**config.mk**
```make
export PLATFORM = sky130hd
export DESIGN_NAME = gpr_port
export DESIGN_NICKNAME = d
export VERILOG_FILES = /design/src/rtl/gpr_pkg.sv /design/src/rtl/gpr_port.sv
export SDC_FILE = /design/constraint.sdc
export NUM_CORES = 2
export LEC_CHECK = 0
export BUFFER_PORTS_ARGS = -buffer_cell sky130_fd_sc_hd__buf_2
export CORE_AREA = 2 2 543 545
export CTS_CLUSTER_DIAMETER = 100
export DETAILED_ROUTE_END_ITERATION = 12
export DIE_AREA = 0 0 545 547
export PLACE_DENSITY_LB_ADDON = 0.05
export RECOVER_POWER = 50
export SLEW_MARGIN = 20
export SYNTH_ARGS = -nofsm -noshare
export SYNTH_HDL_FRONTEND = slang
export SYNTH_SLANG_ARGS = --single-unit
```
**constraint.sdc**
```tcl
create_clock -name clk -period 3.87 [get_ports clk]
set_clock_uncertainty 0.05 [all_clocks]
set_input_delay 0.774 -clock clk [delete_from_list [all_inputs] [get_ports clk]]
set_output_delay 0.774 -clock clk [all_outputs]
set_load 0.1 [all_outputs]
```
**src/rtl/gpr_pkg.sv**
```systemverilog
// Purpose: Shared constants and types for the GPIO port block with routing matrix
// Assumes: APB slave with 32-bit data, one word per register
// Notes: Five ports; the last one is half populated
package gpr_pkg;
    localparam int NPORT = 5;
    localparam int NPIN = 8;
    localparam int SEL_W = 4;
    localparam int DM_W = 3;
    localparam logic [7:0] LAST_PORT_MASK = 8'h0F;
    // Per-port register block: 0x40 bytes per port
    localparam logic [11:0] PORT_STRIDE = 12'h040;
    localparam logic [5:0] OFF_OUT = 6'h00;
    localparam logic [5:0] OFF_PIN = 6'h04;
    localparam logic [5:0] OFF_DM = 6'h08;
    localparam logic [5:0] OFF_CFG = 6'h0C;
    localparam logic [5:0] OFF_ROUTE = 6'h10;
    localparam logic [5:0] OFF_INTST = 6'h14;
    localparam logic [5:0] OFF_INTMSK = 6'h18;
    localparam logic [5:0] OFF_HOLD = 6'h1C;
    // Config word bit positions
    localparam int CFG_INEN = 0;
    localparam int CFG_OUTEN = 8;
    localparam int CFG_VTRIP = 16;
    localparam int CFG_SLEW = 24;
    localparam logic [31:0] RST_ZERO = 32'h0000_0000;
    // Drive modes
    typedef enum logic [2:0] {
        DM_ANALOG = 3'h0,
        DM_INPUT = 3'h1,
        DM_WUP_SDN = 3'h2,
        DM_SUP_WDN = 3'h3,
        DM_OD_LOW = 3'h4,
        DM_OD_HIGH = 3'h5,
        DM_STRONG = 3'h6,
        DM_WEAK = 3'h7
    } gpr_dmode_t;
    // Route select codes
    localparam logic [3:0] SEL_FW = 4'h0;
    localparam logic [3:0] SEL_FW_OUT_IC_OE = 4'h1;
    localparam logic [3:0] SEL_IC = 4'h2;
    localparam logic [3:0] SEL_IC_OUT_FW_OE = 4'h3;
    localparam logic [3:0] SEL_ACT0 = 4'h8;
    localparam logic [3:0] SEL_RSVD = 4'hB;
    localparam logic [3:0] SEL_DS1 = 4'hF;
    // Per pin pad controls
    typedef struct packed {
        logic [NPIN-1:0] dout;
        logic [NPIN-1:0] oe_n;
        logic [NPIN-1:0] strong_up;
        logic [NPIN-1:0] strong_dn;
        logic [NPIN-1:0] weak_up;
        logic [NPIN-1:0] weak_dn;
        logic [NPIN-1:0] in_en;
        logic [NPIN-1:0] lvttl;
        logic [NPIN-1:0] slow;
    } gpr_pad_t;
    typedef struct packed {
        logic [NPIN-1:0] dout;
        logic [NPIN-1:0] oe;
    } gpr_sig_t;
endpackage : gpr_pkg

```
**src/rtl/gpr_port.sv**
```systemverilog
// Purpose: GPIO ports with drive modes, hold, per-pin interrupts and routing matrix
// Assumes: APB slave, pins synchronous to clk, pad cell resolves weak/strong drive
// Notes: Each port: out, pin state, drive mode, config, route, int status, int mask, hold
// Operation
// - Eight drive modes per pin, from analog off to weak both ways.
// - Input threshold selectable per pin, CMOS or LVTTL.
// - Separate input and output buffer enables, acting on top of drive mode.
// - Hold latches the last driven pad state through low-power modes.
// - Per pin slew-rate select limits edge rate.
// - Ports of eight pins, per-port registers hold a bit or field per pin.
// - Reset forces all pin buffers disabled.
// - Output-data register drives pins; pin-state register reads actual levels.
// - A pin raises an interrupt only when enabled.
// - One interrupt line per port, five in total, last port half populated.
// - Fixed peripherals use fixed pins; interconnect signals reach any pin.
// - One 32-bit route register per port, four bits per pin, sixteen options.
// - Codes 0-3 pick firmware or interconnect for output and enable.
// - Codes 4-15 select sensing, analog buses, peripheral and sleep functions.
//
// Our own choices: the APB interface to the registers and the placing of the registers.
`timescale 1ns/1ps
module gpr_port
    import gpr_pkg::*;
(
    // Clock and reset
    input wire logic clk,
    input wire logic sys_rst,
    // APB
    input wire logic psel,
    input wire logic penable,
    input wire logic pwrite,
    input wire logic [11:0] paddr,
    input wire logic [31:0] pwdata,
    output logic [31:0] prdata,
    output logic pready,
    output logic pslverr,
    // Pins
    input wire logic [gpr_pkg::NPORT*gpr_pkg::NPIN-1:0] pin_in,
    output gpr_pkg::gpr_pad_t [gpr_pkg::NPORT-1:0] pad,
    // Interconnect, fixed peripherals (indexed by route code 8..15)
    input wire gpr_pkg::gpr_sig_t [gpr_pkg::NPORT-1:0] ic_sig,
    input wire gpr_pkg::gpr_sig_t [gpr_pkg::NPORT-1:0][7:0] periph_sig,
    output logic [gpr_pkg::NPORT*gpr_pkg::NPIN-1:0] ic_in,
    // Analog connections
    output logic [gpr_pkg::NPORT*gpr_pkg::NPIN-1:0] sense_en,
    output logic [gpr_pkg::NPORT*gpr_pkg::NPIN-1:0] shield_en,
    output logic [gpr_pkg::NPORT*gpr_pkg::NPIN-1:0] bus_a_en,
    output logic [gpr_pkg::NPORT*gpr_pkg::NPIN-1:0] bus_b_en,
    // Interrupts
    output logic [gpr_pkg::NPORT-1:0] port_irq
);
    import gpr_pkg::*;

    // Route codes for the analog and display uses of a pin
    localparam logic [3:0] SEL_SENSE = 4'h4;
    localparam logic [3:0] SEL_SHIELD = 4'h5;
    localparam logic [3:0] SEL_BUS_A = 4'h6;
    localparam logic [3:0] SEL_BUS_B = 4'h7;
    localparam logic [3:0] SEL_DISP_COM = 4'hC;
    localparam logic [3:0] SEL_DISP_SEG = 4'hD;

    logic [NPORT-1:0][7:0] out_q, msk_q, st_q, hold_q, pin_q, pin_prev_q;
    logic [NPORT-1:0][23:0] dm_q;
    logic [NPORT-1:0][31:0] cfg_q, route_q;
    gpr_pad_t [NPORT-1:0] pad_live, pad_q;

    function automatic logic [7:0] pmask(input int p);
        pmask = (p == NPORT - 1) ? LAST_PORT_MASK : 8'hFF;
    endfunction : pmask

    // Address decode
    wire [2:0] a_port = 3'(paddr[11:6]);
    wire [5:0] a_off = paddr[5:0];
    wire a_port_ok = (paddr[11:6] < 6'(NPORT));
    wire a_off_ok = (a_off <= OFF_HOLD) && (a_off[1:0] == 2'b00);
    wire a_ok = a_port_ok && a_off_ok;
    wire acc = psel && penable;
    wire wr_en = acc && pwrite && a_ok;
    wire rd_en = acc && !pwrite && a_ok;
    assign pready = 1'b1;
    assign pslverr = acc && !a_ok;

    // Pin-state sampling and edge detection
    wire [NPORT-1:0][7:0] pin_edge;
    genvar gp, gb;
    generate
        for (gp = 0; gp < NPORT; gp++)
        begin : g_port
            wire [7:0] pm = pmask(gp);
            assign pin_edge[gp] = (pin_q[gp] ^ pin_prev_q[gp]) & pm;
            for (gb = 0; gb < NPIN; gb++)
            begin : g_pin
                wire [3:0] sel = route_q[gp][gb*SEL_W +: SEL_W];
                wire [2:0] dm = dm_q[gp][gb*DM_W +: DM_W];
                wire dm_ob = (dm != 3'(DM_ANALOG)) && (dm != 3'(DM_INPUT));
                wire dsel = sel[3] && (sel != SEL_RSVD) && (sel < SEL_DISP_COM || sel > SEL_DISP_SEG);
                wire pf_out = periph_sig[gp][3'(sel - SEL_ACT0)].dout[gb];
                wire pf_oe = periph_sig[gp][3'(sel - SEL_ACT0)].oe[gb];
                wire d_fw = (sel == SEL_FW) || (sel == SEL_FW_OUT_IC_OE);
                wire e_fw = (sel == SEL_FW) || (sel == SEL_IC_OUT_FW_OE);
                wire dat = dsel ? pf_out : (d_fw ? out_q[gp][gb] : ic_sig[gp].dout[gb]);
                wire oe_raw = dsel ? pf_oe : (sel < SEL_SENSE) && (e_fw ? 1'b1 : ic_sig[gp].oe[gb]);
                wire obuf = oe_raw && dm_ob && cfg_q[gp][CFG_OUTEN + gb] && pm[gb];
                wire su = obuf && dat && (dm == 3'(DM_SUP_WDN) || dm == 3'(DM_OD_HIGH) || dm == 3'(DM_STRONG));
                wire sd = obuf && !dat && (dm == 3'(DM_WUP_SDN) || dm == 3'(DM_OD_LOW) || dm == 3'(DM_STRONG));
                wire wu = obuf && dat && (dm == 3'(DM_WUP_SDN) || dm == 3'(DM_WEAK));
                wire wd = obuf && !dat && (dm == 3'(DM_SUP_WDN) || dm == 3'(DM_WEAK));
                assign pad_live[gp].dout[gb] = dat;
                assign pad_live[gp].oe_n[gb] = !(su || sd);
                assign pad_live[gp].strong_up[gb] = su;
                assign pad_live[gp].strong_dn[gb] = sd;
                assign pad_live[gp].weak_up[gb] = wu;
                assign pad_live[gp].weak_dn[gb] = wd;
                assign pad_live[gp].in_en[gb] = (dm != 3'(DM_ANALOG)) && cfg_q[gp][CFG_INEN + gb]
                    && pm[gb];
                assign pad_live[gp].lvttl[gb] = cfg_q[gp][CFG_VTRIP + gb];
                assign pad_live[gp].slow[gb] = cfg_q[gp][CFG_SLEW + gb];
                assign ic_in[gp*NPIN + gb] = pin_q[gp][gb];
                assign sense_en[gp*NPIN + gb] = (sel == SEL_SENSE) && pm[gb];
                assign shield_en[gp*NPIN + gb] = (sel == SEL_SHIELD) && pm[gb];
                assign bus_a_en[gp*NPIN + gb] = (sel == SEL_BUS_A) && pm[gb];
                assign bus_b_en[gp*NPIN + gb] = (sel == SEL_BUS_B) && pm[gb];
            end
        end
    endgenerate

    // Pad outputs: hold freezes the last pad state
    always_ff @(posedge clk)
    begin
        for (int p = 0; p < NPORT; p++)
        begin
            for (int b = 0; b < NPIN; b++)
            begin
                if (sys_rst)
                begin
                    pad_q[p].dout[b] <= 1'b0;
                    pad_q[p].oe_n[b] <= 1'b1;
                    pad_q[p].strong_up[b] <= 1'b0;
                    pad_q[p].strong_dn[b] <= 1'b0;
                    pad_q[p].weak_up[b] <= 1'b0;
                    pad_q[p].weak_dn[b] <= 1'b0;
                    pad_q[p].in_en[b] <= 1'b0;
                    pad_q[p].lvttl[b] <= 1'b0;
                    pad_q[p].slow[b] <= 1'b0;
                end
                else if (!hold_q[p][b])
                begin
                    pad_q[p].dout[b] <= pad_live[p].dout[b];
                    pad_q[p].oe_n[b] <= pad_live[p].oe_n[b];
                    pad_q[p].strong_up[b] <= pad_live[p].strong_up[b];
                    pad_q[p].strong_dn[b] <= pad_live[p].strong_dn[b];
                    pad_q[p].weak_up[b] <= pad_live[p].weak_up[b];
                    pad_q[p].weak_dn[b] <= pad_live[p].weak_dn[b];
                    pad_q[p].in_en[b] <= pad_live[p].in_en[b];
                    pad_q[p].lvttl[b] <= pad_live[p].lvttl[b];
                    pad_q[p].slow[b] <= pad_live[p].slow[b];
                end
            end
        end
    end
    assign pad = pad_q;

    // Registers
    always_ff @(posedge clk)
    begin
        for (int p = 0; p < NPORT; p++)
        begin
            if (sys_rst)
            begin
                out_q[p] <= 8'h00;
                dm_q[p] <= 24'h000000;
                cfg_q[p] <= RST_ZERO;
                route_q[p] <= RST_ZERO;
                msk_q[p] <= 8'h00;
                hold_q[p] <= 8'h00;
                st_q[p] <= 8'h00;
                pin_q[p] <= 8'h00;
                pin_prev_q[p] <= 8'h00;
            end
            else
            begin
                pin_q[p] <= pin_in[p*NPIN +: NPIN] & pmask(p);
                pin_prev_q[p] <= pin_q[p];
                if (wr_en && a_port == 3'(p))
                begin
                    if (a_off == OFF_OUT) out_q[p] <= pwdata[7:0] & pmask(p);
                    if (a_off == OFF_DM) dm_q[p] <= pwdata[23:0];
                    if (a_off == OFF_CFG) cfg_q[p] <= pwdata;
                    if (a_off == OFF_ROUTE) route_q[p] <= pwdata;
                    if (a_off == OFF_INTMSK) msk_q[p] <= pwdata[7:0] & pmask(p);
                    if (a_off == OFF_HOLD) hold_q[p] <= pwdata[7:0] & pmask(p);
                end
                // Set wins over read-clear
                if (rd_en && a_port == 3'(p) && a_off == OFF_INTST)
                    st_q[p] <= pin_edge[p];
                else
                    st_q[p] <= st_q[p] | pin_edge[p];
            end
        end
    end

    always_comb
    begin
        for (int p = 0; p < NPORT; p++)
            port_irq[p] = |(st_q[p] & msk_q[p]);
    end

    // Read mux
    logic [31:0] rd_mux;
    always_comb
    begin
        rd_mux = 32'h0000_0000;
        unique case (a_off)
            OFF_OUT: rd_mux = {24'h000000, out_q[a_port]};
            OFF_PIN: rd_mux = {24'h000000, pin_q[a_port]};
            OFF_DM: rd_mux = {8'h00, dm_q[a_port]};
            OFF_CFG: rd_mux = cfg_q[a_port];
            OFF_ROUTE: rd_mux = route_q[a_port];
            OFF_INTST: rd_mux = {24'h000000, st_q[a_port]};
            OFF_INTMSK: rd_mux = {24'h000000, msk_q[a_port]};
            OFF_HOLD: rd_mux = {24'h000000, hold_q[a_port]};
            default: rd_mux = 32'h0000_0000;
        endcase
    end
    assign prdata = (acc && !pwrite && a_ok) ? rd_mux : 32'h0000_0000;
endmodule : gpr_port

```
==> results <==
- The via count of the first global-routing pass is 50400.
- The total overflow left after global routing is 0.
- Clock-pin slew was measured on the worst setup and hold paths at 0.06 ns.
- Counting flops and latches in the post-synthesis netlist gives 992.
- The worst pin sits at a relative slew slack of -71.4%.
- The finished cells cover 0.0678 sq mm.
- The number of vias after detailed routing is 52100.
- TritonCTS built the clock tree.
- The number of buffers added to fix hold violations after cts is 0.
- The routability congestion estimate is 0.832.
- The fill cell instance count of the final layout is 32400.
- Of the total power, combinational logic draws 6.7%.
- The switching share of total power is 26.9%.
- Entering global routing, the biggest net connects 103 pins.
- Of the available clock period, the critical path in the final layout requires 100%.
- The global-route wire length before repair is 451000 microns.
- The final hold slack is 0.100 ns.
- The insertion delay to the later sink of the worst-skew pair is 0.84 ns.
- The peak clock frequency supported by timing is 0.258 GHz.
- In this run the core area contains 199 standard-cell rows.
- In the synthesized netlist the async set-or-reset flop fraction comes to 0%.
- The level count of the clock H-tree is 4.
- Buffers placed on the I/O ports in this run total 1108.
- The clock root buffer is clkbuf_16.
- Measured on the finished design, the core utilization comes to 23.2%.
- Along the worst path, the maximum fanout reaches 26.
- The area of the die is 0.298 sq mm.
- Across the VDD grid, the largest voltage drop is 0.000285 V.
- The number of antenna violations at the first check in global routing is 61.
- The relative area change from synthesis to final layout is 33.3%.
- The internal power component is 18.9 mW.
- For the worst setup path, the data required time is 3.05 ns.
- The floorplan core area is 0.293 sq mm.
- CTS saw 992 sinks.
- The start-to-end type of the worst setup path is in -> out.
- The synthesized area is 0.0509 sq mm.
- The number of cell instances on the worst register-to-register path is 8.
- Dividing the synthesized area by the synthesized cell count gives 7.97 sq um.
- The wire-length estimate of the detail-placed layout is 254000 microns.
- In this run the vertical extent of the chip is 547 microns.
- Setup violations remaining at the end of the flow were counted as 1.
- The final worst setup slack is -0.00814 ns.
- After detailed routing, the average wire length per cell comes to 29.5 microns.
- The tightest min-delay check is of the in -> reg type.
- After the first detailed-routing iteration, the DRC count stood at 3491.
- The starting utilization of the core area is 17.4%.
- The total count of hold-check failures in the final report is 0.
- The endpoint type of the worst setup path is a primary output.
- The maximum buffer depth of the clock tree is 4.
- The share of total power dissipated in the clock network is 53.2%.
- Summing all placed instances gives a cell area of 0.0633 sq mm.
- The sequential cell area is 0.0199 sq mm.
- The total wire length is 337000 microns.
- The share of cells above drive strength 1 is 25.1%.
- The run finished, with violations left.
- The detail route stage leaves a number of antenna-violating nets equal to 0.
- The top-level port count is 1408.
- The portion of total power attributed to sequential cells is 40.2%.
- The die is 545 microns wide.
- The design draws 25.8 mW.
- The worst path in the final design needs a cycle of 3.88 ns, including I/O delays and setup.
- In the synthesized netlist, the number of instances is 6391.
- The number of maximum-capacitance constraint violations is 7.
- The first TritonRoute pass finished after 6 iterations.
- The netlist uses 84 different library cells.
- The sequential fraction of the synthesis area is 39.0%.
- The number of clock buffers added by TritonCTS is 149.
- After detailed routing, the number of vias per cell comes to 4.55.
- For this design the total switching power over the nets is 6.94 mW.
- The static leakage is 24.8 nW.
- For this run, the leading register cell type out of synthesis is dfxtp_1.
- The number of nets in the final layout is 8201.
- For this design the ratio of total power to cell area is 380 mW/mm^2.
- The final reports fail on capacitance limit, slew limit, setup timing.
- At the pin with the least slew margin, the transition time is 2.57 ns.
- In the routed design, unresolved DRC markers number 0.
- The count of warnings emitted by yosys is 0.
- The kind of launch point of the worst setup path is an input pin.
- The data arrival time at the worst-slack endpoint is 3.05 ns.
- The total routing resource utilization after global routing is 21.7%.
- The worst hold path was traced through 2 stages.
- The number of slew-limit violations in the final report is 411.
- Counting flops with a built-in enable in the synthesized netlist gives 0.
- The total area of multi-input combinational cells is 0.0288 sq mm.
through the flow:
step	worst slack, ns	instances	TNS [ns]
after floorplan	-0.655	6434	-3.43
after global placement	-0.544	11200	-0.990
after detailed placement	-0.553	11200	-0.981
after CTS	0.00252	11400	0
after global routing	-0.0277	11400	-0.0277
final	-0.00814	11500	-0.00814
kinds of logic (layout without fill, tap and decap cells):
logic type	after synthesis	in the layout	synth area share, %
and+or+nand+nor	2584	2584	23.4
AOI/OAI and AO/OA	1485	1485	18.1
DFF	992	992	39.0
buffers and inverters	765	1838	6.24
muxes	426	426	10.8
xor gates and xnor gates	137	137	2.36
other	2	70	0.0147
what timing repair did:
item,CTS,global route
endpoints found under the setup margin,6,2
pin swaps,1,3
resized for setup,21,5
hold endpoints to repair,0,0
buffers inserted,3,1
synthesized netlist by cell type, types with 35 or more instances:
| cell | instances | area share (%) |
|---|---|---|
| xnor2_1 | 65 | 1.1 |
| and3_1 | 37 | 0.45 |
| buf_1 | 35 | 0.26 |
| xor2_1 | 72 | 1.2 |
| o21ai_0 | 136 | 1.3 |
| inv_1 | 93 | 0.69 |
| nor3b_1 | 65 | 0.96 |
| mux2_2 | 37 | 0.82 |
| nor2b_1 | 132 | 1.6 |
| a31oi_1 | 38 | 0.47 |
| nand2b_1 | 79 | 0.97 |
| nand4_1 | 37 | 0.45 |
| o31ai_1 | 65 | 0.96 |
| nor3_1 | 88 | 0.86 |
| buf_4 | 51 | 0.75 |
| o22ai_1 | 65 | 0.80 |
| nor4_1 | 45 | 0.55 |
| buf_2 | 93 | 0.91 |
| dfxtp_1 | 992 | 39 |
| mux2i_1 | 292 | 5.7 |
| a211oi_1 | 43 | 0.63 |
| nor4b_1 | 60 | 1.0 |
| mux4_2 | 97 | 4.3 |
| a21oi_1 | 736 | 7.2 |
| nor2_1 | 614 | 4.5 |
| nand2_1 | 1226 | 9.0 |
| clkbuf_1 | 492 | 3.6 |
| a22oi_1 | 126 | 1.9 |
metal layers:
layer  up-vias  GRT usage, %  part of all wire (%)
li1      24400             -                     -
met1     25900          28.3                    44
met2      1542          36.6                    48
met3       301          4.58                   6.2
met4        36          4.57                   2.0
met5         -             0                 0.071
cell type report:
class                           instances  area share [%]
Clock buffer                          219            6.28
Clock inverter                         47           0.730
Sequential cell                       992            29.3
Tap cell                             3919            7.23
Antenna cell                           25          0.0922
Inverter                               94           0.529
Multi-Input combinational cell       4677            42.4
Timing Repair Buffer                 1478            13.5
sequential cells by signal, summed over array words and instances (netlist names):
| name | count |
|---|---|
| pad | 336 |
| dm_q | 120 |
| pin_prev_q | 36 |
| out_q | 36 |
| g_port.g_pin.sel | 160 |
| cfg_q | 160 |
| hold_q | 36 |
| ic_in | 36 |
| msk_q | 36 |
| st_q | 36 |
worst paths after layout:
kind	endpoint	startpoint	slack, ns
setup / recovery	prdata[5]	paddr[7]	-0.008
setup reg to reg	pad[256]	g_port[3].g_pin[0].sel[0]	0.79
hold / removal	ic_in[32]	pin_in[32]	0.10
hold reg to reg	pad[321]	pad[321]	0.39
cell usage in the layout, fill, tap and decap left out, types with 27 or more instances in the layout:
cell / Yosys / layout
xnor2_1: 65 / 65
nor2_1: 614 / 591
nor2b_1: 132 / 128
and3_1: 37 / 36
nor4b_1: 60 / 35
inv_1: 93 / 92
mux2_2: 37 / 37
nor4_2: 0 / 27
conb_1: 2 / 45
nor3b_1: 65 / 59
dfxtp_1: 992 / 989
o21ai_0: 136 / 135
clkbuf_1: 492 / 161
nand2b_1: 79 / 79
o22ai_1: 65 / 63
nand2_1: 1226 / 1220
a21oi_1: 736 / 735
a22oi_1: 126 / 125
clkbuf_16: 0 / 150
a31oi_1: 38 / 35
buf_4: 51 / 286
nor3_1: 88 / 88
a22o_1: 27 / 27
mux2i_1: 292 / 286
nand3_1: 31 / 31
buf_2: 93 / 978
mux4_2: 97 / 97
xor2_1: 72 / 72
buf_12: 0 / 75
nand4_1: 37 / 37
o31ai_1: 65 / 65
a211oi_1: 43 / 42
power groups by stage:
stage | Clock (mW) | Combinational (mW) | Sequential, mW
6_report | 13.7 | 1.72 | 10.4
5_1_grt | 14.6 | 1.82 | 10.4
4_1_cts | 14.2 | 1.77 | 10.4
3_5_place_dp | 0 | 1.76 | 10.6
3_3_place_gp | 0 | 1.75 | 10.6
2_1_floorplan | 0 | 0.797 | 10.7
worst max-delay path: stages:
cell	delay, ns
buf_8	0.17
buf_12	0.26
mux2i_1	0.44
nor2_1	0.09
a311o_1	0.28
a32oi_1	0.23
buf_4	0.21
o21ai_0	0.12
o2bb2ai_2	0.19
buf_12	0.18
Note: power is estimated with default switching activity, not from simulation.
